===== config.mk =====
export PLATFORM = sky130hd
export DESIGN_NAME = mpc_top
export DESIGN_NICKNAME = d
export VERILOG_FILES = /design/src/logic/mpc_pkg.sv /design/src/logic/mpc_carrier_if.sv /design/src/logic/mpc_carrier_core.sv /design/src/logic/mpc_top.sv
export SDC_FILE = /design/constraint.sdc
export NUM_CORES = 1
export LEC_CHECK = 0
export BUFFER_PORTS_ARGS = -buffer_cell sky130_fd_sc_hd__buf_2
export CAP_MARGIN = 30
export CORE_ASPECT_RATIO = 1.4
export CORE_MARGIN = 3
export CORE_UTILIZATION = 45
export CTS_BUF_LIST = sky130_fd_sc_hd__clkbuf_16
export DETAILED_ROUTE_END_ITERATION = 6
export PLACE_DENSITY = 0.73
export SLEW_MARGIN = 15
export SYNTH_ARGS = -nofsm -noshare
export SYNTH_HDL_FRONTEND = slang
export SYNTH_SLANG_ARGS = --single-unit

===== constraint.sdc =====
create_clock -name hclk -period 5.1 [get_ports hclk]
set_input_delay 0.255 -clock hclk [delete_from_list [all_inputs] [get_ports hclk]]
set_output_delay 0.255 -clock hclk [all_outputs]
set_load 0.05 [all_outputs]

===== src/logic/mpc_pkg.sv =====
// package: register map, field layout and timing of the motor pwm carrier counter
package mpc_pkg;
   // ==========================================
   // register byte offsets
   localparam logic [7:0] OFS_CTRL   = 8'h00;
   localparam logic [7:0] OFS_STATUS = 8'h04;
   localparam logic [7:0] OFS_COUNT  = 8'h08;
   localparam logic [7:0] OFS_PERIOD = 8'h0c;
   // ==========================================
   // control field positions
   localparam int CTL_SHAPE_BIT  = 0;
   localparam int CTL_INTPRD_LSB = 1;
   localparam int CTL_EXT_BIT    = 6;
   localparam int CTL_EN_BIT     = 8;
   localparam int STA_DIR_BIT    = 0;
   localparam logic [1:0] INTPRD_HALF = 2'h0;
   // ==========================================
   // reset and rest values
   localparam logic [15:0] PERIOD_RST = 16'h0000;
   localparam logic [15:0] CNT_REST   = 16'h0001;
   localparam logic [15:0] CNT_LOW    = 16'h0001;
   // ==========================================
   // step timing, expressed at the reference system clock
   localparam int SYS_REF_MHZ  = 80;
   localparam int STEP_SAW_PS  = 12500;
   localparam int STEP_TRI_PS  = 25000;
   localparam int EXT_FACTOR   = 4;
   localparam int SAW_DIV      = STEP_SAW_PS * SYS_REF_MHZ / 1000000;
   localparam int TRI_DIV      = STEP_TRI_PS * SYS_REF_MHZ / 1000000;
   // ==========================================
   // counter direction state, gray along idle -> up -> down
   typedef enum logic [1:0]
   {
      MPC_IDLE = 2'b00,
      MPC_UP   = 2'b01,
      MPC_DOWN = 2'b11
   } mpc_dir_state_t;
endpackage


===== src/logic/mpc_carrier_if.sv =====
// interface: settings from the register file and state of the carrier counter
`timescale 1ns/1ps
`default_nettype none
interface mpc_carrier_if;
   logic        enable;
   logic        shape;
   logic        ext;
   logic        half_mode;
   logic [15:0] period_buf;
   logic [15:0] count;
   logic        dir;
   logic [15:0] period_act;
   modport regs (output enable, shape, ext, half_mode, period_buf, input count, dir, period_act);
   modport core (input enable, shape, ext, half_mode, period_buf, output count, dir, period_act);
endinterface
`default_nettype wire


===== src/logic/mpc_carrier_core.sv =====
// module: carrier counter with step prescaler and double-buffered period
`timescale 1ns/1ps
`default_nettype none
module mpc_carrier_core
   import mpc_pkg::*;
(
   // clock and reset
   input wire logic   hclk,
   input wire logic   hresetn,
   // settings in, counter state out
   mpc_carrier_if.core cif
);
   mpc_dir_state_t st_q, st_d;
   logic [15:0]    cnt_q, cnt_d;
   logic [15:0]    act_q, act_d;
   logic [2:0]     pre_q, pre_d;
   logic           dir_q, dir_d;
   logic [3:0]     div;
   logic           step;
   logic           reload;

   // ==========================================
   // next state of prescaler, count, direction and active period
   always_comb
   begin
      div = cif.shape ? 4'(TRI_DIV) : 4'(SAW_DIV);
      if (cif.ext)
         div = 4'(32'(div) * EXT_FACTOR);
      // >= so a shorter divisor chosen mid-step cannot stall the count
      step   = cif.enable && ({1'b0, pre_q} >= div - 4'h1);
      reload = step && (cnt_q == act_q ||
               (cif.half_mode && cif.shape && cnt_q == CNT_LOW));
      st_d   = st_q;
      cnt_d  = cnt_q;
      act_d  = act_q;
      pre_d  = step ? 3'h0 : pre_q + 3'h1;
      if (!cif.enable)
      begin
         st_d  = MPC_IDLE;
         pre_d = 3'h0;
         act_d = cif.period_buf;
         cnt_d = cif.shape ? cif.period_buf : CNT_REST;
      end
      else if (step)
      begin
         if (!cif.shape)
         begin
            // sawtooth: 1 .. period, then restart
            st_d  = MPC_UP;
            cnt_d = (cnt_q >= act_q) ? CNT_LOW : cnt_q + 16'h0001;
         end
         else
         begin
            case (st_q)
               MPC_DOWN:
                  if (cnt_q <= CNT_LOW)
                  begin
                     st_d  = MPC_UP;
                     cnt_d = cnt_q + 16'h0001;
                  end
                  else
                     cnt_d = cnt_q - 16'h0001;
               default:
                  if (cnt_q >= act_q)
                  begin
                     st_d  = MPC_DOWN;
                     cnt_d = cnt_q - 16'h0001;
                  end
                  else
                  begin
                     st_d  = MPC_UP;
                     cnt_d = cnt_q + 16'h0001;
                  end
            endcase
         end
         if (reload)
            act_d = cif.period_buf;
      end
      // a down state left over from triangle must not show once sawtooth is chosen
      dir_d = cif.shape && (st_d == MPC_DOWN);
   end

   // ==========================================
   // state registers
   always_ff @(posedge hclk or negedge hresetn)
   begin
      if (!hresetn)
      begin
         st_q  <= MPC_IDLE;
         cnt_q <= 16'h0000;
         act_q <= PERIOD_RST;
         pre_q <= 3'h0;
         dir_q <= 1'b0;
      end
      else
      begin
         st_q  <= st_d;
         cnt_q <= cnt_d;
         act_q <= act_d;
         pre_q <= pre_d;
         dir_q <= dir_d;
      end
   end

   assign cif.count      = cnt_q;
   assign cif.dir        = dir_q;
   assign cif.period_act = act_q;

   // ==========================================
   // checks
   a_dir_saw_zero: assert property (@(posedge hclk) disable iff (!hresetn)
      !cif.shape && $past(!cif.shape) |-> !dir_q) else $error("direction set on sawtooth");
   a_saw_full_rate: assert property (@(posedge hclk) disable iff (!hresetn)
      cif.enable && !cif.shape && !cif.ext && $past(cif.enable && !cif.shape && !cif.ext)
      |-> step) else $error("sawtooth step missed");
   a_ext_slow_rate: assert property (@(posedge hclk) disable iff (!hresetn)
      step && cif.ext && !cif.shape ##1 (cif.enable && cif.ext && !cif.shape)[*3]
      |-> !step && $past(!step) && $past(!step, 2)) else $error("extended step too fast");
   a_saw_wrap_one: assert property (@(posedge hclk) disable iff (!hresetn)
      step && !cif.shape && cnt_q >= act_q |=> cnt_q == CNT_LOW) else $error("sawtooth did not wrap");
   a_period_held: assert property (@(posedge hclk) disable iff (!hresetn)
      cif.enable && !reload |=> act_q == $past(act_q)) else $error("active period moved");
endmodule // mpc_carrier_core
`default_nettype wire


===== src/logic/mpc_top.sv =====
// module: ahb-lite register file and carrier counter of the motor pwm unit
//
// Overview of operation
// - Bit 0 of the status register reads 0 while the counter counts up and 1 while it counts down.
// - With the sawtooth carrier the direction bit always reads 0.
// - A read-only 16-bit count register shows the live count and ignores writes.
// - With normal period the count steps every sawtooth clock or every second clock for triangle.
// - With period extension set the counter steps four times more slowly.
// - While disabled with sawtooth selected the count holds 1.
// - While disabled with triangle selected the count holds the programmed period.
// - A 16-bit read-write period register sets the carrier period, programmed no lower than 0x010.
// - The period is double-buffered and the active copy changes only at a reload or while the counter is disabled.
// - The active period reloads when the count equals it, and in half-period mode with triangle also at count 1.
// - The shape bit selects sawtooth at 0 and triangle at 1.
// - The extension bit selects normal period at 0 and four-times period at 1.
// - The two-bit interrupt-period field selects half, one, two or four periods, half for triangle only.
`timescale 1ns/1ps
`default_nettype none
module mpc_top
   import mpc_pkg::*;
(
   // clock and reset
   input  wire logic        hclk,
   input  wire logic        hresetn,
   // ahb-lite slave
   input  wire logic        hsel,
   input  wire logic [31:0] haddr,
   input  wire logic [1:0]  htrans,
   input  wire logic        hwrite,
   input  wire logic [2:0]  hsize,
   input  wire logic [31:0] hwdata,
   input  wire logic        hready,
   output logic      [31:0] hrdata,
   output logic             hreadyout,
   output logic             hresp,
   // carrier state to compare, output and trigger logic
   output logic      [15:0] carrier_count,
   output logic             count_direction_flag,
   output logic      [15:0] active_period
);

   // ==========================================
   // register state
   logic        en_q, en_d;
   logic        shape_q, shape_d;
   logic        ext_q, ext_d;
   logic [1:0]  intprd_q, intprd_d;
   logic [15:0] prd_q, prd_d;
   logic        wr_pend_q, wr_pend_d;
   logic [7:0]  wr_addr_q, wr_addr_d;
   logic [31:0] rdata_q, rdata_d;
   logic        addr_phase;

   mpc_carrier_if cif ();

   // ==========================================
   // read decode, zero above each register's width
   function automatic logic [31:0] read_word(input logic [7:0] a);
      logic [31:0] w;
      w = 32'h0000_0000;
      case (a)
         OFS_CTRL:
         begin
            w[CTL_SHAPE_BIT]                    = shape_q;
            w[CTL_INTPRD_LSB +: 2]              = intprd_q;
            w[CTL_EXT_BIT]                      = ext_q;
            w[CTL_EN_BIT]                       = en_q;
         end
         OFS_STATUS: w[STA_DIR_BIT] = cif.dir;
         OFS_COUNT:  w[15:0] = cif.count;
         OFS_PERIOD: w[15:0] = prd_q;
         default:    w = 32'h0000_0000;
      endcase
      return w;
   endfunction

   // ==========================================
   // bus next state: zero-wait slave, read data fetched in the address phase
   always_comb
   begin
      addr_phase = hsel && hready && htrans[1];
      wr_pend_d  = addr_phase && hwrite;
      wr_addr_d  = addr_phase ? {haddr[7:2], 2'b00} : wr_addr_q;
      rdata_d    = (addr_phase && !hwrite) ? read_word({haddr[7:2], 2'b00}) : rdata_q;
      en_d       = en_q;
      shape_d    = shape_q;
      ext_d      = ext_q;
      intprd_d   = intprd_q;
      prd_d      = prd_q;
      if (wr_pend_q)
      begin
         case (wr_addr_q)
            OFS_CTRL:
            begin
               shape_d  = hwdata[CTL_SHAPE_BIT];
               intprd_d = hwdata[CTL_INTPRD_LSB +: 2];
               ext_d    = hwdata[CTL_EXT_BIT];
               en_d     = hwdata[CTL_EN_BIT];
            end
            // only the low half is kept; a byte write would leave a torn value
            OFS_PERIOD: prd_d = hwdata[15:0];
            // status and count take no write
            default: prd_d = prd_q;
         endcase
      end
   end

   // ==========================================
   // bus and register flip-flops
   always_ff @(posedge hclk or negedge hresetn)
   begin
      if (!hresetn)
      begin
         en_q      <= 1'b0;
         shape_q   <= 1'b0;
         ext_q     <= 1'b0;
         intprd_q  <= 2'h0;
         prd_q     <= PERIOD_RST;
         wr_pend_q <= 1'b0;
         wr_addr_q <= 8'h00;
         rdata_q   <= 32'h0000_0000;
      end
      else
      begin
         en_q      <= en_d;
         shape_q   <= shape_d;
         ext_q     <= ext_d;
         intprd_q  <= intprd_d;
         prd_q     <= prd_d;
         wr_pend_q <= wr_pend_d;
         wr_addr_q <= wr_addr_d;
         rdata_q   <= rdata_d;
      end
   end

   // ==========================================
   // handshake outputs: always ready, always okay, held in flops
   logic ready_q;
   logic resp_q;
   always_ff @(posedge hclk or negedge hresetn)
   begin
      if (!hresetn)
      begin
         ready_q <= 1'b1;
         resp_q  <= 1'b0;
      end
      else
      begin
         ready_q <= 1'b1;
         resp_q  <= 1'b0;
      end
   end

   assign hrdata    = rdata_q;
   assign hreadyout = ready_q;
   assign hresp     = resp_q;

   // ==========================================
   // settings to the counter; half mode only means something for triangle
   assign cif.enable     = en_q;
   assign cif.shape      = shape_q;
   assign cif.ext        = ext_q;
   assign cif.half_mode  = (intprd_q == INTPRD_HALF);
   assign cif.period_buf = prd_q;

   mpc_carrier_core u_core
   (
      .hclk    (hclk),
      .hresetn (hresetn),
      .cif     (cif.core)
   );

   assign carrier_count        = cif.count;
   assign count_direction_flag = cif.dir;
   assign active_period        = cif.period_act;

   // ==========================================
   // checks
   a_count_read_live: assert property (@(posedge hclk) disable iff (!hresetn)
      addr_phase && !hwrite && haddr[7:0] == OFS_COUNT
      |=> hrdata == {16'h0000, $past(cif.count)}) else $error("count readback wrong");
   a_status_dir_bit: assert property (@(posedge hclk) disable iff (!hresetn)
      addr_phase && !hwrite && haddr[7:0] == OFS_STATUS
      |=> hrdata == {31'h0, $past(cif.dir)}) else $error("status readback wrong");
   a_period_write_kept: assert property (@(posedge hclk) disable iff (!hresetn)
      wr_pend_q && wr_addr_q == OFS_PERIOD
      |=> prd_q == $past(hwdata[15:0])) else $error("period write lost");
   a_count_no_write: assert property (@(posedge hclk) disable iff (!hresetn)
      wr_pend_q && wr_addr_q == OFS_COUNT |=> $stable(prd_q) && $stable(en_q))
      else $error("count write had effect");
   a_idle_saw_one: assert property (@(posedge hclk) disable iff (!hresetn)
      !en_q && !shape_q && $past(!en_q && !shape_q) && $past(hresetn)
      |-> carrier_count == CNT_REST) else $error("idle sawtooth count not 1");
   a_idle_tri_prd: assert property (@(posedge hclk) disable iff (!hresetn)
      !en_q && shape_q && $past(!en_q && shape_q)
      |-> carrier_count == $past(prd_q)) else $error("idle triangle count not period");
   a_reload_point: assert property (@(posedge hclk) disable iff (!hresetn)
      en_q && $past(en_q) && active_period != $past(active_period)
      |-> $past(carrier_count) == $past(active_period)
          || ($past(cif.half_mode && shape_q) && $past(carrier_count) == CNT_LOW))
      else $error("period reloaded off boundary");
   a_ready_okay: assert property (@(posedge hclk) disable iff (!hresetn)
      addr_phase |=> hreadyout && !hresp) else $error("slave stalled or errored");
endmodule // mpc_top
`default_nettype wire


After elaboration in Yosys (flattened, before gate mapping)
Cells that the tools add are included.

word-level totals
  flip-flop bits (word level) = 82
  input bits = 74
  output and inout bits = 67
  logic and storage cells = 75

operators by class
  $add $sub $neg = 4
  magnitude comparators = 3
  eq/ne operators = 10
  multiplexer cells = 28
  reduce and logical (&&, ||, !) cells = 17

operators by type and width
  operator                                                                           number
  16-bit two-way mux                                                                 11
  6-bit by 2-bit equality test with 1-bit output, second input constant              3
  16-bit by 1-bit adder with 16-bit output, second input constant                    1
  16-bit by 1-bit equality test with 1-bit output, second input constant             1
  16-bit equality test                                                               1
  16-bit greater-or-equal comparator                                                 1
  16-bit by 1-bit less-or-equal comparator with 1-bit output, second input constant  1
  16-bit by 1-bit subtractor with 16-bit output, second input constant               1
  2-bit two-way mux                                                                  7
  7-bit case mux with 2 select lines                                                 1
  1-bit logical AND                                                                  9
  8-bit logical NOT                                                                  1
  6-bit by 1-bit equality test with 1-bit output, second input constant              1
  6-bit logical NOT                                                                  1
  3-bit two-way mux                                                                  2
  1-bit case mux with 3 select lines                                                 2
  2-bit case mux with 3 select lines                                                 1
  3-bit case mux with 2 select lines                                                 1
  2-bit AND reduction                                                                3
  2-bit equality test, second input constant                                         2
  3-bit by 4-bit greater-or-equal comparator with 1-bit output                       1
  4-bit two-way mux                                                                  1
  2-bit by 1-bit != test with 1-bit output, second input constant                    2
  1-bit case mux with 4 select lines                                                 1
  6 further kinds                                                                    6

Logic depth before layout (Yosys ltp)
Gate-level depths: netlist of the first run.

  word-level depth = 9
  mapped depth = 12
  depth with buffers taken out = 9

By module
A second synthesis of the first run with hierarchy kept.

second synthesis, totals
  cell total of the unflattened synthesis = 495
  area total of the unflattened synthesis = 4875.9 µm²

modules (own cells, without submodules)
  module            instances  cells an instance  area each (µm²)  sequential area each (µm²)
  mpc_carrier_core  1          330                2798.9           950.9
  mpc_top           1          165                2077.0           1101.1

Worst setup path after synthesis of the first run
No wires, ideal clock.

  path type = flip-flop to flip-flop
  start point = register u_core.cnt_q[0] (netlist: u_core.cif.count[0])
  end point = register u_core.cnt_q[8] (netlist: u_core.cif.count[8])
  setup time = 128 ps
  arrival = 2666 ps
  data required time = 4972 ps
  setup slack = 2305 ps
  stages on the path, launching flop included = 11
  buffers on the path = 2
  clock period less this slack = 2795 ps
  cells stage by stage = dfrtp_1 > inv_1 > ha_1 > and4_1 > o31ai_1 > and4_1 > clkbuf_1 > nor3_2 > buf_6 > a221oi_2 > o21ai_1

between the ends
  word-level cells in the longest chain between the ends = 6
  elaborated cells between the ends (all ways) = 11
  those cells by class = 2 x add/sub; 2 x order compare; 7 x mux

ends and longest elaborated chain
  what                                                              line                                                                    RTL
  start, declared                                                   mpc_carrier_core.sv:14                                                  logic [15:0] cnt_q, cnt_d;
  start signal, assigned                                            mpc_carrier_core.sv:98                                                  cnt_q <= cnt_d;
  16-bit by 1-bit adder with 16-bit output (tied with other cells)  mpc_carrier_core.sv:50, mpc_carrier_core.sv:59, mpc_carrier_core.sv:72
  16-bit two-way mux, on equally long branches                      mpc_carrier_core.sv:64, mpc_carrier_core.sv:56
  16-bit two-way mux                                                mpc_carrier_core.sv:54                                                  case (st_q)
  16-bit two-way mux (*)                                            mpc_carrier_core.sv:46                                                  if (!cif.shape)
  16-bit two-way mux (*)                                            mpc_carrier_core.sv:44                                                  else if (step)
  16-bit two-way mux (*)                                            mpc_carrier_core.sv:37                                                  if (!cif.enable)

Every way passes the cells marked *; elsewhere a longest branch is shown, timed or not. The select of a mux whose other input is x is not followed.
A chain may end at the register's enable or synchronous reset.

Final worst setup path of the first run
  start point = register shape_q (netlist: cif.shape)
  end point = register u_core.cnt_q[2] (netlist: u_core.cif.count[2])

between the ends
  word-level cells in the longest chain between the ends = 6
  elaborated cells between the ends (all ways) = 10
  those cells by class = 1 x add/sub; 1 x order compare; 1 x eq/ne; 6 x mux; 1 x reduce/logical

ends and longest elaborated chain
  what                                                          line                    RTL
  start, declared                                               mpc_top.sv:45           logic shape_q, shape_d;
  start signal, assigned                                        mpc_top.sv:126          shape_q <= shape_d;
  2-bit two-way mux                                             mpc_carrier_core.sv:26  div = cif.shape ? 4'(TRI_DIV) : 4'(SAW_DIV);
  4-bit two-way mux                                             mpc_carrier_core.sv:27  if (cif.ext)
  4-bit by 1-bit subtractor with 4-bit output                   mpc_carrier_core.sv:30  step = cif.enable && ({1'b0, pre_q} >= div - 4'h1);
  3-bit by 4-bit greater-or-equal comparator with 1-bit output  mpc_carrier_core.sv:30
  1-bit logical AND                                             mpc_carrier_core.sv:30
  2-bit by 1-bit != test with 1-bit output (no line)            n/a

Several ways; a longest one is shown, not always the timed one. The select of a mux whose other input is x is not followed.

==> report_table.html, run 1 <==
<table>
<tr><th>Metric</th><th>Value</th></tr>
<tr><th colspan="2">Logic synthesis</th></tr>
<tr><td>Top_reg_cell synth</td><td>sky130_fd_sc_hd__dfrtp_1</td></tr>
<tr><td>Mean instance size in the synthesized netlist</td><td>9.267 sq um</td></tr>
<tr><td>Synthesized area</td><td>0.004856 sq mm</td></tr>
<tr><td>Fraction of registers with async set or reset after synthesis</td><td>100.0%</td></tr>
<tr><td>Cells after Synth</td><td>524</td></tr>
<tr><td>Distinct cells, synth</td><td>53</td></tr>
<tr><td>Register area share after synthesis</td><td>42.26%</td></tr>
<tr><td>Top cell type by total area after synthesis</td><td>sky130_fd_sc_hd__dfrtp_1</td></tr>
<tr><td>Synth area leaders</td><td>sky130_fd_sc_hd__dfrtp_1, sky130_fd_sc_hd__mux2_2, sky130_fd_sc_hd__ha_1</td></tr>
<tr><td>Count of flip-flops with a built-in enable after synthesis</td><td>0</td></tr>
<tr><td>Post-synthesis sequential element count</td><td>82</td></tr>
<tr><td>Area share of the leading cell type in the synthesized netlist</td><td>42.26%</td></tr>
<tr><td>Yosys synthesis warning count</td><td>0</td></tr>
<tr><th colspan="2">Worst setup path</th></tr>
<tr><td>Cells on worst reg2reg path</td><td>9</td></tr>
<tr><td>Required time reported for the critical path endpoint</td><td>5350 ps</td></tr>
<tr><td>Endpoint type of the worst setup path</td><td>register</td></tr>
<tr><td>Critical path class</td><td>register to register</td></tr>
<tr><td>Highest cell delay on the worst timing path</td><td>900 ps</td></tr>
<tr><td>Largest fanout on the critical path</td><td>18</td></tr>
<tr><td>Arrival time at the worst endpoint</td><td>3940 ps</td></tr>
<tr><td>Critical path startpoint category</td><td>register</td></tr>
<tr><td>Critical-path cell list</td><td>or2_2 -&gt; ha_1 -&gt; nand2b_1 -&gt; a211oi_1 -&gt; nor2_1 -&gt; nand2_1 -&gt; nor3_2 -&gt; a21oi_1 -&gt; o21ai_0</td></tr>
<tr><td>Critical R2R Launch</td><td>cif.shape$_DFFE_PN0P_</td></tr>
<tr><td>Internal reg-to-reg setup slack</td><td>1400 ps</td></tr>
<tr><td>Worst r2r dst</td><td>u_core.cif.count[2]$_DFFE_PN0P_</td></tr>
<tr><td>Slowest CP cell</td><td>sky130_fd_sc_hd__nor3_2</td></tr>
<tr><th colspan="2">Drt</th></tr>
<tr><td>Total via count in the routed design</td><td>4,194</td></tr>
<tr><td>Total DRC errors in the routed layout</td><td>0</td></tr>
<tr><td>First-pass iteration count of the detailed router</td><td>5</td></tr>
<tr><td>Number of nets still failing antenna checks after routing</td><td>0</td></tr>
<tr><td>Routed WL</td><td>13,250 microns</td></tr>
<tr><td>Number of vias per cell after detailed routing</td><td>5.777</td></tr>
<tr><td>Drt wl/cell</td><td>18.25 microns</td></tr>
<tr><td>Initial drt markers</td><td>238</td></tr>
<tr><th colspan="2">Clock network</th></tr>
<tr><td>Hold-fix buffers at CTS</td><td>1</td></tr>
<tr><td>Level count of the clock H-tree</td><td>3</td></tr>
<tr><td>Post-CTS setup buffers</td><td>0</td></tr>
<tr><td>Clock Pin Slew Worst Setup and Hold Paths</td><td>70 ps</td></tr>
<tr><td>Clock net sink count</td><td>82</td></tr>
<tr><td>Deepest clock path buffer count</td><td>2</td></tr>
<tr><td>Number of buffers created by CTS</td><td>9</td></tr>
<tr><td>CTS tree</td><td>built</td></tr>
<tr><td>Cts repair resizes</td><td>0</td></tr>
<tr><td>Clock latency on the worst-skew pair</td><td>340 ps</td></tr>
<tr><td>Root Buffer Master</td><td>sky130_fd_sc_hd__clkbuf_16</td></tr>
<tr><th colspan="2">Layout</th></tr>
<tr><td>Layout net count</td><td>680</td></tr>
<tr><td>Most common cell after layout, fill and taps aside</td><td>sky130_fd_sc_hd__dfrtp_1</td></tr>
<tr><td>Layout cells sized above 1</td><td>23.64%</td></tr>
<tr><td>Area grow syn2layout</td><td>14.48%</td></tr>
<tr><td>Commonest cells after routing, fill and taps aside</td><td>sky130_fd_sc_hd__dfrtp_1, sky130_fd_sc_hd__buf_2, sky130_fd_sc_hd__nand2_1</td></tr>
<tr><td>Total area of multi-input combinational cells</td><td>0.002477 sq mm</td></tr>
<tr><td>Antenna diode count</td><td>0</td></tr>
<tr><td>Area used by sequential logic in the layout</td><td>0.002052 sq mm</td></tr>
<tr><td>Filler cell count in the final layout</td><td>996</td></tr>
<tr><th colspan="2">Place</th></tr>
<tr><td>Global placement routability congestion</td><td>0.8704</td></tr>
<tr><td>Number of I/O port buffers</td><td>76</td></tr>
<tr><td>Final HPWL from detailed placement</td><td>10,030 microns</td></tr>
<tr><th colspan="2">Pwr</th></tr>
<tr><td>Power share of the clock group</td><td>23.4%</td></tr>
<tr><td>Leakage power figure</td><td>2.650 nW</td></tr>
<tr><td>Internal Power</td><td>0.001531 W</td></tr>
<tr><td>Post-layout power</td><td>0.002835 W</td></tr>
<tr><td>Power density over the cells</td><td>510.0 mW/mm^2</td></tr>
<tr><td>Share of total power consumed by net switching</td><td>46.00%</td></tr>
<tr><td>Register share of total power</td><td>31.8%</td></tr>
<tr><td>Maximum resistive drop on vdd</td><td>0.0002396 V</td></tr>
<tr><td>Switching power</td><td>0.001304 W</td></tr>
<tr><td>Share of power burned in combinational logic</td><td>44.9%</td></tr>
<tr><th colspan="2">Worst hold path</th></tr>
<tr><td>Worst Hold Path EP</td><td>cif.period_buf[7]$_DFFE_PN0P_</td></tr>
<tr><td>Worst Hold Depth</td><td>2</td></tr>
<tr><td>Worst min-delay path class</td><td>input pin to register</td></tr>
<tr><td>Worst hold path startpoint</td><td>hwdata[7]</td></tr>
<tr><th colspan="2">Floorplanning</th></tr>
<tr><td>Die outline width</td><td>93.80 microns</td></tr>
<tr><td>Boundary Pins</td><td>141</td></tr>
<tr><td>Area of the core</td><td>0.01046 sq mm</td></tr>
<tr><td>DIE HEIGHT</td><td>128.9 microns</td></tr>
<tr><td>DIE AREA</td><td>0.01209 sq mm</td></tr>
<tr><td>Total number of placement rows</td><td>44</td></tr>
<tr><td>Initial standard-cell utilization of the core</td><td>46.42%</td></tr>
<tr><th colspan="2">Global route</th></tr>
<tr><td>Maximum number of pins on one net before global-route repair</td><td>52</td></tr>
<tr><td>Met1 track demand over resource</td><td>26.28%</td></tr>
<tr><td>Most Crowded Layer GR</td><td>met2</td></tr>
<tr><td>Initial antenna violation count</td><td>0</td></tr>
<tr><td>Via count of the first global-routing pass</td><td>4,143</td></tr>
<tr><td>Global-route track usage on met2</td><td>39.61%</td></tr>
<tr><td>Global-route usage over all layers</td><td>22.56%</td></tr>
<tr><td>Met3 demand-to-capacity share in global routing</td><td>2.456%</td></tr>
<tr><td>Grt total ovfl</td><td>0</td></tr>
<tr><td>First-pass GRT wire length</td><td>21,290 microns</td></tr>
<tr><th colspan="2">Timing</th></tr>
<tr><td>Number of hold violations in the final report</td><td>0</td></tr>
<tr><td>Final setup violation count</td><td>0</td></tr>
<tr><td>Final TNS setup</td><td>0 ps</td></tr>
<tr><td>Final clock period utilization by the worst path</td><td>72.46%</td></tr>
<tr><td>Setup repair after global routing missed its margin</td><td>no</td></tr>
<tr><td>Slew headroom</td><td>33.49%</td></tr>
<tr><td>Time the worst path needs with I/O delays and setup</td><td>3695 ps</td></tr>
<tr><td>Fin. max-slew vios</td><td>0</td></tr>
<tr><td>Maximum frequency from static timing analysis</td><td>270.6 MHz</td></tr>
<tr><td>Clock skew</td><td>6.060 ps</td></tr>
<tr><td>Transition time of the tightest slew-check pin</td><td>992.3 ps</td></tr>
<tr><th colspan="2">Flow run</th></tr>
<tr><td>Reported max-cap violation count</td><td>0</td></tr>
<tr><th colspan="2">Status</th></tr>
<tr><td>Outcome</td><td>finished clean</td></tr>
</table>
kinds of logic after synthesis:
logic type               share of synthesized area (%)
flip-flops                                       42.26
AND/OR/NAND/NOR                                  17.01
XOR/XNOR                                         1.984
AO/OA/AOI/OAI                                    17.91
multiplexers                                     6.725
buffers and inverters                            8.039
adder cells (fa/ha/maj)                          5.926
other                                           0.1547
Yosys cell counts, types with 5 or more instances:
cell type	number
sky130_fd_sc_hd__dfrtp_1	82
sky130_fd_sc_hd__nand2_1	63
sky130_fd_sc_hd__o21ai_0	47
sky130_fd_sc_hd__inv_1	29
sky130_fd_sc_hd__mux2_2	27
sky130_fd_sc_hd__clkbuf_1	24
sky130_fd_sc_hd__ha_1	23
sky130_fd_sc_hd__a22oi_1	22
sky130_fd_sc_hd__nor2_1	22
sky130_fd_sc_hd__a21oi_1	19
sky130_fd_sc_hd__buf_4	19
sky130_fd_sc_hd__nand3_1	14
sky130_fd_sc_hd__and3_1	13
sky130_fd_sc_hd__nor3_1	13
sky130_fd_sc_hd__a22o_1	8
sky130_fd_sc_hd__a211oi_1	7
sky130_fd_sc_hd__nor4_1	7
sky130_fd_sc_hd__xnor2_1	6
sky130_fd_sc_hd__a31oi_1	5
sky130_fd_sc_hd__and2_1	5
sky130_fd_sc_hd__xor2_1	5
worst max-delay path, delay by kind of cell, from the launching register on:
family | cells | cell delay (ps)
AND/OR/NAND/NOR | 5 | 2210
AO/OA/AOI/OAI | 3 | 460
flip-flops | 1 | 640
adder cells (fa/ha/maj) | 1 | 280
how the worst max path moves through the flow:
| stage | endpoint | cells past startpoint | slack [ps] | start |
|---|---|---|---|---|
| finish | u_core.cif.count[2]$_DFFE_PN0P_ | 9 | 1400 | cif.shape$_DFFE_PN0P_ |
| global route | u_core.cif.count[2]$_DFFE_PN0P_ | 9 | 1220 | cif.shape$_DFFE_PN0P_ |
| CTS | u_core.cif.count[2]$_DFFE_PN0P_ | 9 | 1510 | cif.shape$_DFFE_PN0P_ |
| detailed placement | u_core.cif.count[2]$_DFFE_PN0P_ | 9 | 1520 | cif.shape$_DFFE_PN0P_ |
| global placement | u_core.cif.count[14]$_DFFE_PN0P_ | 9 | 1580 | cif.shape$_DFFE_PN0P_ |
| floorplan | u_core.cif.count[8]$_DFFE_PN0P_ | 10 | 2310 | u_core.cif.count[0]$_DFFE_PN0P_ |
power by group through the flow:
stage	combinational [W]	clock, W	sequential, W
after detailed placement	0.00124	0	0.000911
after global placement	0.00122	0	0.000903
after CTS	0.00125	0.000674	0.000898
after global routing	0.00139	0.000706	0.000915
after floorplan	0.000867	0	0.000968
final	0.00127	0.000663	0.000901
area by class of cell:
class | instances | share of cell area (%)
Multi-Input combinational cell | 380 | 44.56
Sequential cell | 82 | 36.91
Timing Repair Buffer | 81 | 8.035
Clock buffer | 9 | 4.051
Tap cell | 138 | 3.106
Inverter | 29 | 1.958
Clock inverter | 7 | 1.373
sequential cells by signal, summed over array words and instances, names as in the netlist:
signal,count
cif.enable,1
cif.shape,1
intprd_q,2
hrdata,16
wr_addr_q,6
u_core.cif.period_act,16
cif.ext,1
wr_pend_q,1
u_core.cif.dir,1
u_core.st_q,2
cif.period_buf,16
u_core.cif.count,16
u_core.pre_q,3
metal layers:
layer	share of wire, %	routed length, microns
met1	38	5078
met2	53	6959
met3	4.0	533
met4	5.1	681
met5	0	0
stage by stage:
step	instances	cell area (sq um)	hold WS [ps]	worst slack, ps	util, %
final	726	5559	137.8	1405	53.15
after global routing	726	5559	138.7	1217	53.15
after CTS	725	5548	133.7	1510	53.04
after detailed placement	708	5236	233.3	1524	50.06
after global placement	707	5209	451.2	1584	49.80
after floorplan	540	4916	-40.59	2306	-
(Power assumes the default switching activity.)
==> run 2: changes to the inputs <==
--- a/config.mk
+++ b/config.mk
@@ -5,6 +5,7 @@
 export SDC_FILE = /design/constraint.sdc
 export NUM_CORES = 1
 export LEC_CHECK = 0
+export ABC_AREA = 1
 export BUFFER_PORTS_ARGS = -buffer_cell sky130_fd_sc_hd__buf_2
 export CAP_MARGIN = 30
 export CORE_ASPECT_RATIO = 1.4
@@ -12,7 +13,7 @@
 export CORE_UTILIZATION = 45
 export CTS_BUF_LIST = sky130_fd_sc_hd__clkbuf_16
 export DETAILED_ROUTE_END_ITERATION = 6
-export PLACE_DENSITY = 0.73
+export PLACE_DENSITY = 0.72
 export SLEW_MARGIN = 15
 export SYNTH_ARGS = -nofsm -noshare
 export SYNTH_HDL_FRONTEND = slang
==> constraint.sdc (replaced) <==
create_clock -name hclk -period 3.4 [get_ports hclk]
set_input_delay 0.17 -clock hclk [delete_from_list [all_inputs] [get_ports hclk]]
set_output_delay 0.17 -clock hclk [all_outputs]
set_load 0.05 [all_outputs]
==> report_table.html, run 2 <==
<table>
<tr><th>Metric</th><th>Value</th></tr>
<tr><th colspan="2">Status</th></tr>
<tr><td>Outcome</td><td>finished clean</td></tr>
<tr><th colspan="2">Floorplanning</th></tr>
<tr><td>Area of the core</td><td>0.01098 sq mm</td></tr>
<tr><td>Boundary Pins</td><td>141</td></tr>
<tr><td>Die outline width</td><td>96.03 microns</td></tr>
<tr><td>DIE AREA</td><td>0.01268 sq mm</td></tr>
<tr><td>DIE HEIGHT</td><td>132.0 microns</td></tr>
<tr><td>Total number of placement rows</td><td>45</td></tr>
<tr><td>Initial standard-cell utilization of the core</td><td>46.51%</td></tr>
<tr><th colspan="2">Timing</th></tr>
<tr><td>Transition time of the tightest slew-check pin</td><td>768.5 ps</td></tr>
<tr><td>Setup repair after global routing missed its margin</td><td>no</td></tr>
<tr><td>Final clock period utilization by the worst path</td><td>81.68%</td></tr>
<tr><td>Fin. max-slew vios</td><td>0</td></tr>
<tr><td>Time the worst path needs with I/O delays and setup</td><td>2777 ps</td></tr>
<tr><td>Maximum frequency from static timing analysis</td><td>360.1 MHz</td></tr>
<tr><td>Final setup violation count</td><td>0</td></tr>
<tr><td>Number of hold violations in the final report</td><td>0</td></tr>
<tr><td>Clock skew</td><td>5.964 ps</td></tr>
<tr><td>Slew headroom</td><td>48.34%</td></tr>
<tr><td>Final TNS setup</td><td>0 ps</td></tr>
<tr><th colspan="2">Drt</th></tr>
<tr><td>Number of nets still failing antenna checks after routing</td><td>0</td></tr>
<tr><td>First-pass iteration count of the detailed router</td><td>5</td></tr>
<tr><td>Total via count in the routed design</td><td>4,711</td></tr>
<tr><td>Drt wl/cell</td><td>15.17 microns</td></tr>
<tr><td>Number of vias per cell after detailed routing</td><td>5.299</td></tr>
<tr><td>Routed WL</td><td>13,490 microns</td></tr>
<tr><td>Initial drt markers</td><td>326</td></tr>
<tr><td>Total DRC errors in the routed layout</td><td>0</td></tr>
<tr><th colspan="2">Logic synthesis</th></tr>
<tr><td>Yosys synthesis warning count</td><td>0</td></tr>
<tr><td>Synthesized area</td><td>0.005106 sq mm</td></tr>
<tr><td>Count of flip-flops with a built-in enable after synthesis</td><td>0</td></tr>
<tr><td>Post-synthesis sequential element count</td><td>82</td></tr>
<tr><td>Top cell type by total area after synthesis</td><td>sky130_fd_sc_hd__dfrtp_1</td></tr>
<tr><td>Mean instance size in the synthesized netlist</td><td>7.565 sq um</td></tr>
<tr><td>Area share of the leading cell type in the synthesized netlist</td><td>40.19%</td></tr>
<tr><td>Cells after Synth</td><td>675</td></tr>
<tr><td>Distinct cells, synth</td><td>37</td></tr>
<tr><td>Fraction of registers with async set or reset after synthesis</td><td>100.0%</td></tr>
<tr><td>Synth area leaders</td><td>sky130_fd_sc_hd__dfrtp_1, sky130_fd_sc_hd__nand2_1, sky130_fd_sc_hd__inv_1</td></tr>
<tr><td>Top_reg_cell synth</td><td>sky130_fd_sc_hd__dfrtp_1</td></tr>
<tr><td>Leading cell type by number of instances after synthesis</td><td>sky130_fd_sc_hd__nand2_1</td></tr>
<tr><td>Top cell types by occurrence after synthesis</td><td>sky130_fd_sc_hd__nand2_1, sky130_fd_sc_hd__dfrtp_1, sky130_fd_sc_hd__inv_1, sky130_fd_sc_hd__nor2_1, sky130_fd_sc_hd__o21ai_0</td></tr>
<tr><td>Register area share after synthesis</td><td>40.19%</td></tr>
<tr><th colspan="2">Layout</th></tr>
<tr><td>Commonest cells after routing, fill and taps aside</td><td>sky130_fd_sc_hd__nand2_1, sky130_fd_sc_hd__inv_1, sky130_fd_sc_hd__dfrtp_1</td></tr>
<tr><td>Filler cell count in the final layout</td><td>1,065</td></tr>
<tr><td>Post-route cell area</td><td>0.005848 sq mm</td></tr>
<tr><td>Layout cells sized above 1</td><td>16.84%</td></tr>
<tr><td>Area grow syn2layout</td><td>14.53%</td></tr>
<tr><td>Layout net count</td><td>840</td></tr>
<tr><td>Most common cell after layout, fill and taps aside</td><td>sky130_fd_sc_hd__nand2_1</td></tr>
<tr><td>Antenna diode count</td><td>0</td></tr>
<tr><th colspan="2">Worst setup path</th></tr>
<tr><td>Critical path class</td><td>register to register</td></tr>
<tr><td>CP most frequent cell</td><td>sky130_fd_sc_hd__nand2_1</td></tr>
<tr><td>Internal reg-to-reg setup slack</td><td>620 ps</td></tr>
<tr><td>Slowest CP cell</td><td>sky130_fd_sc_hd__dfrtp_1</td></tr>
<tr><td>Arrival time at the worst endpoint</td><td>3050 ps</td></tr>
<tr><td>Largest fanout on the critical path</td><td>15</td></tr>
<tr><td>Required time reported for the critical path endpoint</td><td>3680 ps</td></tr>
<tr><td>Highest cell delay on the worst timing path</td><td>550 ps</td></tr>
<tr><td>Endpoint type of the worst setup path</td><td>register</td></tr>
<tr><td>Critical path startpoint category</td><td>register</td></tr>
<tr><td>Critical-path cell list</td><td>inv_1 -&gt; nand2_1 -&gt; ha_1 -&gt; o21ai_0 -&gt; nand2_1 -&gt; nand2_1 -&gt; nand2_1 -&gt; nand2_1 -&gt; inv_1 -&gt; nand2_1 -&gt; nor2_1 -&gt; nand2_1 -&gt; nand2_1</td></tr>
<tr><th colspan="2">Global route</th></tr>
<tr><td>First-pass GRT wire length</td><td>22,090 microns</td></tr>
<tr><td>Global-route usage over all layers</td><td>22.09%</td></tr>
<tr><td>Maximum number of pins on one net before global-route repair</td><td>63</td></tr>
<tr><td>Grt total ovfl</td><td>0</td></tr>
<tr><td>Initial antenna violation count</td><td>0</td></tr>
<tr><td>Via count of the first global-routing pass</td><td>4,508</td></tr>
<tr><th colspan="2">Clock network</th></tr>
<tr><td>Cts repair resizes</td><td>0</td></tr>
<tr><td>Clock latency on the worst-skew pair</td><td>340 ps</td></tr>
<tr><td>Clock Pin Slew Worst Setup and Hold Paths</td><td>60 ps</td></tr>
<tr><td>Root Buffer Master</td><td>sky130_fd_sc_hd__clkbuf_16</td></tr>
<tr><td>Clock net sink count</td><td>82</td></tr>
<tr><td>Number of buffers created by CTS</td><td>9</td></tr>
<tr><td>CTS tree</td><td>built</td></tr>
<tr><td>Level count of the clock H-tree</td><td>3</td></tr>
<tr><td>Deepest clock path buffer count</td><td>2</td></tr>
<tr><th colspan="2">Pwr</th></tr>
<tr><td>Switching power</td><td>0.003141 W</td></tr>
<tr><td>Share of total power consumed by net switching</td><td>52.63%</td></tr>
<tr><td>Maximum resistive drop on vdd</td><td>0.0003869 V</td></tr>
<tr><td>Power share of the clock group</td><td>17.5%</td></tr>
<tr><td>Power density over the cells</td><td>1021 mW/mm^2</td></tr>
<tr><td>Share of power burned in combinational logic</td><td>54.8%</td></tr>
<tr><td>Internal Power</td><td>0.002827 W</td></tr>
<tr><td>Register share of total power</td><td>27.7%</td></tr>
<tr><td>Leakage power figure</td><td>3.171 nW</td></tr>
<tr><th colspan="2">Place</th></tr>
<tr><td>Number of I/O port buffers</td><td>76</td></tr>
<tr><td>Instance area after placement</td><td>0.005504 sq mm</td></tr>
<tr><td>Global placement routability congestion</td><td>0.8830</td></tr>
<tr><td>Final HPWL from detailed placement</td><td>9978 microns</td></tr>
<tr><th colspan="2">Flow run</th></tr>
<tr><td>Reported max-cap violation count</td><td>0</td></tr>
<tr><th colspan="2">Worst hold path</th></tr>
<tr><td>Worst min-delay path class</td><td>input pin to register</td></tr>
</table>
-- run 2: final cells by class --
cell class | count | area, sq um | share of cell area (%)
Timing Repair Buffer | 83 | 465.4 | 7.959
Multi-Input combinational cell | 484 | 2524 | 43.15
Clock buffer | 9 | 225.2 | 3.851
Sequential cell | 82 | 2052 | 35.09
Tap cell | 141 | 176.4 | 3.017
Clock inverter | 7 | 93.84 | 1.605
Inverter | 83 | 311.5 | 5.327
-- run 2: power by group through the flow --
stage | clock network (W) | logic [W] | registers (W)
floorplan | 0 | 0.00193 | 0.00223
global placement | 0 | 0.00319 | 0.00165
global route | 0.00110 | 0.00361 | 0.00170
CTS | 0.00106 | 0.00327 | 0.00165
finish | 0.00105 | 0.00327 | 0.00165
detailed placement | 0 | 0.00325 | 0.00166
-- run 2: repair_timing --
item | 4_1_cts | 5_1_grt
endpoints found under the hold margin | 20 | 0
hold buffers | 1 | 0
setup endpoints to repair | 0 | 0
buffers inserted | 0 | 0
-- run 2: logic make-up (layout without fill, tap and decap cells) --
family          count (synthesis)  count (layout)  share of synthesized area (%)
simple gates                  315             315                          27.20
compound gates                107             107                          11.62
other cells                     2              18                         0.1471
xor+xnor                       21              21                          3.602
buf+inv                       125             182                          11.61
fa+ha+maj                      23              23                          5.636
flops                          82              82                          40.19
-- run 2: path summary, 6_finish.rpt --
path,startpoint,end,cells after the start
max in group asynchronous,hresetn,wr_addr_q[5]$_DFFE_PN0P_,3
min in group asynchronous,hresetn,hrdata[14]$_DFFE_PN0P_,2
min reg2reg,u_core.pre_q[0]$_DFF_PN0_,u_core.pre_q[0]$_DFF_PN0_,1
min,hwdata[15],cif.period_buf[15]$_DFFE_PN0P_,3
max,cif.shape$_DFFE_PN0P_,u_core.cif.count[5]$_DFFE_PN0P_,13
max reg2reg,cif.shape$_DFFE_PN0P_,u_core.cif.count[5]$_DFFE_PN0P_,13
-- run 2: per-layer routing --
layer  vias up  track usage (%)  part of all wire [%]
met3        30            3.883                   7.1
met2       199            36.65                    50
met4         0            8.228                   2.9
li1       2277                -                     -
met1      2205            28.29                    40
met5         -                0                     0
-- run 2: critical path, delay by kind of cell, from the launching register on --
| kind | cells | cell delay [ps] |
|---|---|---|
| AO/OA/AOI/OAI | 1 | 80 |
| adder cells (fa/ha/maj) | 1 | 270 |
| buffers and inverters | 2 | 690 |
| flip-flops | 1 | 550 |
| AND/OR/NAND/NOR | 9 | 1130 |
-- run 2: per-stage QoR --
step	std cells	hold slack (ps)	total power (W)	setup WS [ps]	util, %
after floorplan	691	-125.6	0.004159	1141	-
after global placement	870	377.9	0.004833	693.5	49.88
after detailed placement	871	85.27	0.004914	659.2	50.13
after CTS	888	36.06	0.005983	655.7	53.13
after global routing	889	45.92	0.006410	437.0	53.26
final	889	34.45	0.005969	623.0	53.26
==> run 3: changes to the inputs <==
--- a/config.mk
+++ b/config.mk
@@ -13,7 +13,7 @@
 export CORE_UTILIZATION = 45
 export CTS_BUF_LIST = sky130_fd_sc_hd__clkbuf_16
 export DETAILED_ROUTE_END_ITERATION = 6
-export PLACE_DENSITY = 0.72
+export PLACE_DENSITY = 0.75
 export SLEW_MARGIN = 15
 export SYNTH_ARGS = -nofsm -noshare
 export SYNTH_HDL_FRONTEND = slang
==> constraint.sdc (replaced) <==
create_clock -name hclk -period 2.5 [get_ports hclk]
set_input_delay 0.125 -clock hclk [delete_from_list [all_inputs] [get_ports hclk]]
set_output_delay 0.125 -clock hclk [all_outputs]
set_load 0.05 [all_outputs]
==> report_table.html, run 3 (synthesis results as in run 2) <==
<table>
<tr><th>Metric</th><th>Value</th></tr>
<tr><th colspan="2">Drt</th></tr>
<tr><td>Routed WL</td><td>13,900 microns</td></tr>
<tr><td>Total DRC errors in the routed layout</td><td>0</td></tr>
<tr><td>Number of vias per cell after detailed routing</td><td>5.283</td></tr>
<tr><td>First-pass iteration count of the detailed router</td><td>6</td></tr>
<tr><td>Total via count in the routed design</td><td>4,850</td></tr>
<tr><td>Number of nets still failing antenna checks after routing</td><td>0</td></tr>
<tr><td>Initial drt markers</td><td>448</td></tr>
<tr><td>Drt wl/cell</td><td>15.14 microns</td></tr>
<tr><th colspan="2">Layout</th></tr>
<tr><td>Antenna diode count</td><td>0</td></tr>
<tr><td>Area used by sequential logic in the layout</td><td>0.002052 sq mm</td></tr>
<tr><td>Total area of multi-input combinational cells</td><td>0.002540 sq mm</td></tr>
<tr><td>Area grow syn2layout</td><td>18.70%</td></tr>
<tr><td>Commonest cells after routing, fill and taps aside</td><td>sky130_fd_sc_hd__nand2_1, sky130_fd_sc_hd__inv_1, sky130_fd_sc_hd__dfrtp_1</td></tr>
<tr><td>Filler cell count in the final layout</td><td>1,023</td></tr>
<tr><td>Layout cells sized above 1</td><td>18.79%</td></tr>
<tr><td>Layout net count</td><td>871</td></tr>
<tr><td>Post-route cell area</td><td>0.006061 sq mm</td></tr>
<tr><td>Most common cell after layout, fill and taps aside</td><td>sky130_fd_sc_hd__nand2_1</td></tr>
<tr><th colspan="2">Place</th></tr>
<tr><td>Global placement routability congestion</td><td>0.9711</td></tr>
<tr><td>Number of I/O port buffers</td><td>76</td></tr>
<tr><td>Instance area after placement</td><td>0.005657 sq mm</td></tr>
<tr><td>Final HPWL from detailed placement</td><td>9911 microns</td></tr>
<tr><th colspan="2">Timing</th></tr>
<tr><td>Slew headroom</td><td>49.29%</td></tr>
<tr><td>Maximum frequency from static timing analysis</td><td>444.7 MHz</td></tr>
<tr><td>Clock skew</td><td>6.109 ps</td></tr>
<tr><td>Setup repair after global routing missed its margin</td><td>no</td></tr>
<tr><td>Fin. max-slew vios</td><td>0</td></tr>
<tr><td>Time the worst path needs with I/O delays and setup</td><td>2249 ps</td></tr>
<tr><td>Final TNS setup</td><td>0 ps</td></tr>
<tr><td>Final clock period utilization by the worst path</td><td>89.95%</td></tr>
<tr><td>Final setup violation count</td><td>0</td></tr>
<tr><td>Transition time of the tightest slew-check pin</td><td>754.4 ps</td></tr>
<tr><td>Number of hold violations in the final report</td><td>0</td></tr>
<tr><th colspan="2">Clock network</th></tr>
<tr><td>Clock latency on the worst-skew pair</td><td>350 ps</td></tr>
<tr><td>Number of buffers created by CTS</td><td>9</td></tr>
<tr><td>Deepest clock path buffer count</td><td>2</td></tr>
<tr><td>Post-CTS setup buffers</td><td>0</td></tr>
<tr><td>Clock net sink count</td><td>82</td></tr>
<tr><td>Level count of the clock H-tree</td><td>3</td></tr>
<tr><td>Clock Pin Slew Worst Setup and Hold Paths</td><td>60 ps</td></tr>
<tr><td>Root Buffer Master</td><td>sky130_fd_sc_hd__clkbuf_16</td></tr>
<tr><td>CTS tree</td><td>built</td></tr>
<tr><th colspan="2">Worst hold path</th></tr>
<tr><td>Worst hold path startpoint</td><td>hwdata[7]</td></tr>
<tr><td>Worst Hold Depth</td><td>3</td></tr>
<tr><td>Worst Hold Path EP</td><td>cif.period_buf[7]$_DFFE_PN0P_</td></tr>
<tr><td>Worst min-delay path class</td><td>input pin to register</td></tr>
<tr><th colspan="2">Worst setup path</th></tr>
<tr><td>Critical R2R Launch</td><td>u_core.cif.period_act[15]$_DFFE_PN0P_</td></tr>
<tr><td>Required time reported for the critical path endpoint</td><td>2740 ps</td></tr>
<tr><td>Critical path class</td><td>register to register</td></tr>
<tr><td>Arrival time at the worst endpoint</td><td>2480 ps</td></tr>
<tr><td>Internal reg-to-reg setup slack</td><td>250 ps</td></tr>
<tr><td>Largest fanout on the critical path</td><td>9</td></tr>
<tr><td>Cells on worst reg2reg path</td><td>13</td></tr>
<tr><td>Worst r2r dst</td><td>u_core.cif.count[11]$_DFFE_PN0P_</td></tr>
<tr><td>Critical path startpoint category</td><td>register</td></tr>
<tr><td>Endpoint type of the worst setup path</td><td>register</td></tr>
<tr><th colspan="2">Floorplanning</th></tr>
<tr><td>Total number of placement rows</td><td>45</td></tr>
<tr><td>Area of the core</td><td>0.01098 sq mm</td></tr>
<tr><td>DIE HEIGHT</td><td>132.0 microns</td></tr>
<tr><td>Initial standard-cell utilization of the core</td><td>46.51%</td></tr>
<tr><td>Die outline width</td><td>96.03 microns</td></tr>
<tr><td>DIE AREA</td><td>0.01268 sq mm</td></tr>
<tr><td>Boundary Pins</td><td>141</td></tr>
<tr><th colspan="2">Global route</th></tr>
<tr><td>Maximum number of pins on one net before global-route repair</td><td>45</td></tr>
<tr><td>Via count of the first global-routing pass</td><td>4,592</td></tr>
<tr><td>Initial antenna violation count</td><td>0</td></tr>
<tr><td>First-pass GRT wire length</td><td>22,360 microns</td></tr>
<tr><td>Grt total ovfl</td><td>0</td></tr>
<tr><td>Global-route usage over all layers</td><td>22.65%</td></tr>
<tr><th colspan="2">Pwr</th></tr>
<tr><td>Leakage power figure</td><td>3.300 nW</td></tr>
<tr><td>Power density over the cells</td><td>1390 mW/mm^2</td></tr>
<tr><td>Post-layout power</td><td>0.008423 W</td></tr>
<tr><td>Maximum resistive drop on vdd</td><td>0.0006702 V</td></tr>
<tr><th colspan="2">Status</th></tr>
<tr><td>Outcome</td><td>finished clean</td></tr>
<tr><th colspan="2">Flow run</th></tr>
<tr><td>Reported max-cap violation count</td><td>0</td></tr>
</table>
## run 3: changes by cell type in the layout (fill, tap and decap cells not counted), sizes merged
cell,previous run,this run
a21oi,26,27
buf,82,104
clkinv,4,2
clkinvlp,1,0
dlygate4sd3,1,9
inv,83,84
## run 3: cell type report
class,instances,area share [%]
multi-input combinational,485,41.91
timing repair buffer,113,11.27
clock inverter,5,1.197
tap,141,2.911
clock buffer,9,3.716
sequential,82,33.86
inverter,83,5.140
## run 3: where the power goes
| group | internal [W] | total [W] | switching, W |
|---|---|---|---|
| Combinational | 0.00148 | 0.00504 | 0.00356 |
| Clock | 0.000855 | 0.00138 | 0.000526 |
| Sequential | 0.00173 | 0.00200 | 0.000268 |
## run 3: what timing repair did
item | 4_1_cts | 5_1_grt
hold endpoints to repair | 50 | 0
resized for setup | 0 | 1
setup endpoints to repair | 0 | 7
hold buffers | 9 | 0
## run 3: worst max path at each step
stage / from / end / slack, ps / cells past startpoint
CTS: cif.ext$_DFFE_PN0P_ / u_core.cif.period_act[13]$_DFFE_PN0P_ / 200 / 9
detailed placement: cif.ext$_DFFE_PN0P_ / u_core.cif.period_act[15]$_DFFE_PN0P_ / 210 / 9
finish: u_core.cif.period_act[15]$_DFFE_PN0P_ / u_core.cif.count[11]$_DFFE_PN0P_ / 250 / 13
global placement: cif.ext$_DFFE_PN0P_ / u_core.cif.period_act[12]$_DFFE_PN0P_ / 270 / 9
global route: u_core.cif.period_act[15]$_DFFE_PN0P_ / u_core.cif.count[11]$_DFFE_PN0P_ / 60 / 13
floorplan: u_core.cif.count[0]$_DFFE_PN0P_ / u_core.cif.count[8]$_DFFE_PN0P_ / 240 / 13
## run 3: stage by stage
stage	util, %	hold WS (ps)	worst slack [ps]	std cells
floorplan	-	-170.6	241.0	691
global placement	51.52	152.5	271.8	894
detailed placement	51.52	155.1	210.5	894
CTS	55.05	3.196	203.0	917
global route	55.20	5.938	56.10	918
finish	55.20	1.814	251.2	918
## run 3: metal layers
metal	track usage, %	share of wire [%]
met3	5.140	6.5
met1	27.99	40
met2	38.15	51
met5	0	0
met4	7.911	2.9
## run 3: worst max-delay path, cell delays in order (launching register included)
cell	delay (ps)
sky130_fd_sc_hd__dfrtp_1	370
sky130_fd_sc_hd__inv_1	50
sky130_fd_sc_hd__ha_1	290
sky130_fd_sc_hd__nand2_1	70
sky130_fd_sc_hd__nor2_1	220
sky130_fd_sc_hd__nand2_1	160
sky130_fd_sc_hd__o21ai_1	160
sky130_fd_sc_hd__nor2_1	80
sky130_fd_sc_hd__nand2_1	130
sky130_fd_sc_hd__nand2_1	280
sky130_fd_sc_hd__nand3_1	160
sky130_fd_sc_hd__nand2_1	60
sky130_fd_sc_hd__nand2_1	60
sky130_fd_sc_hd__nand2_1	50
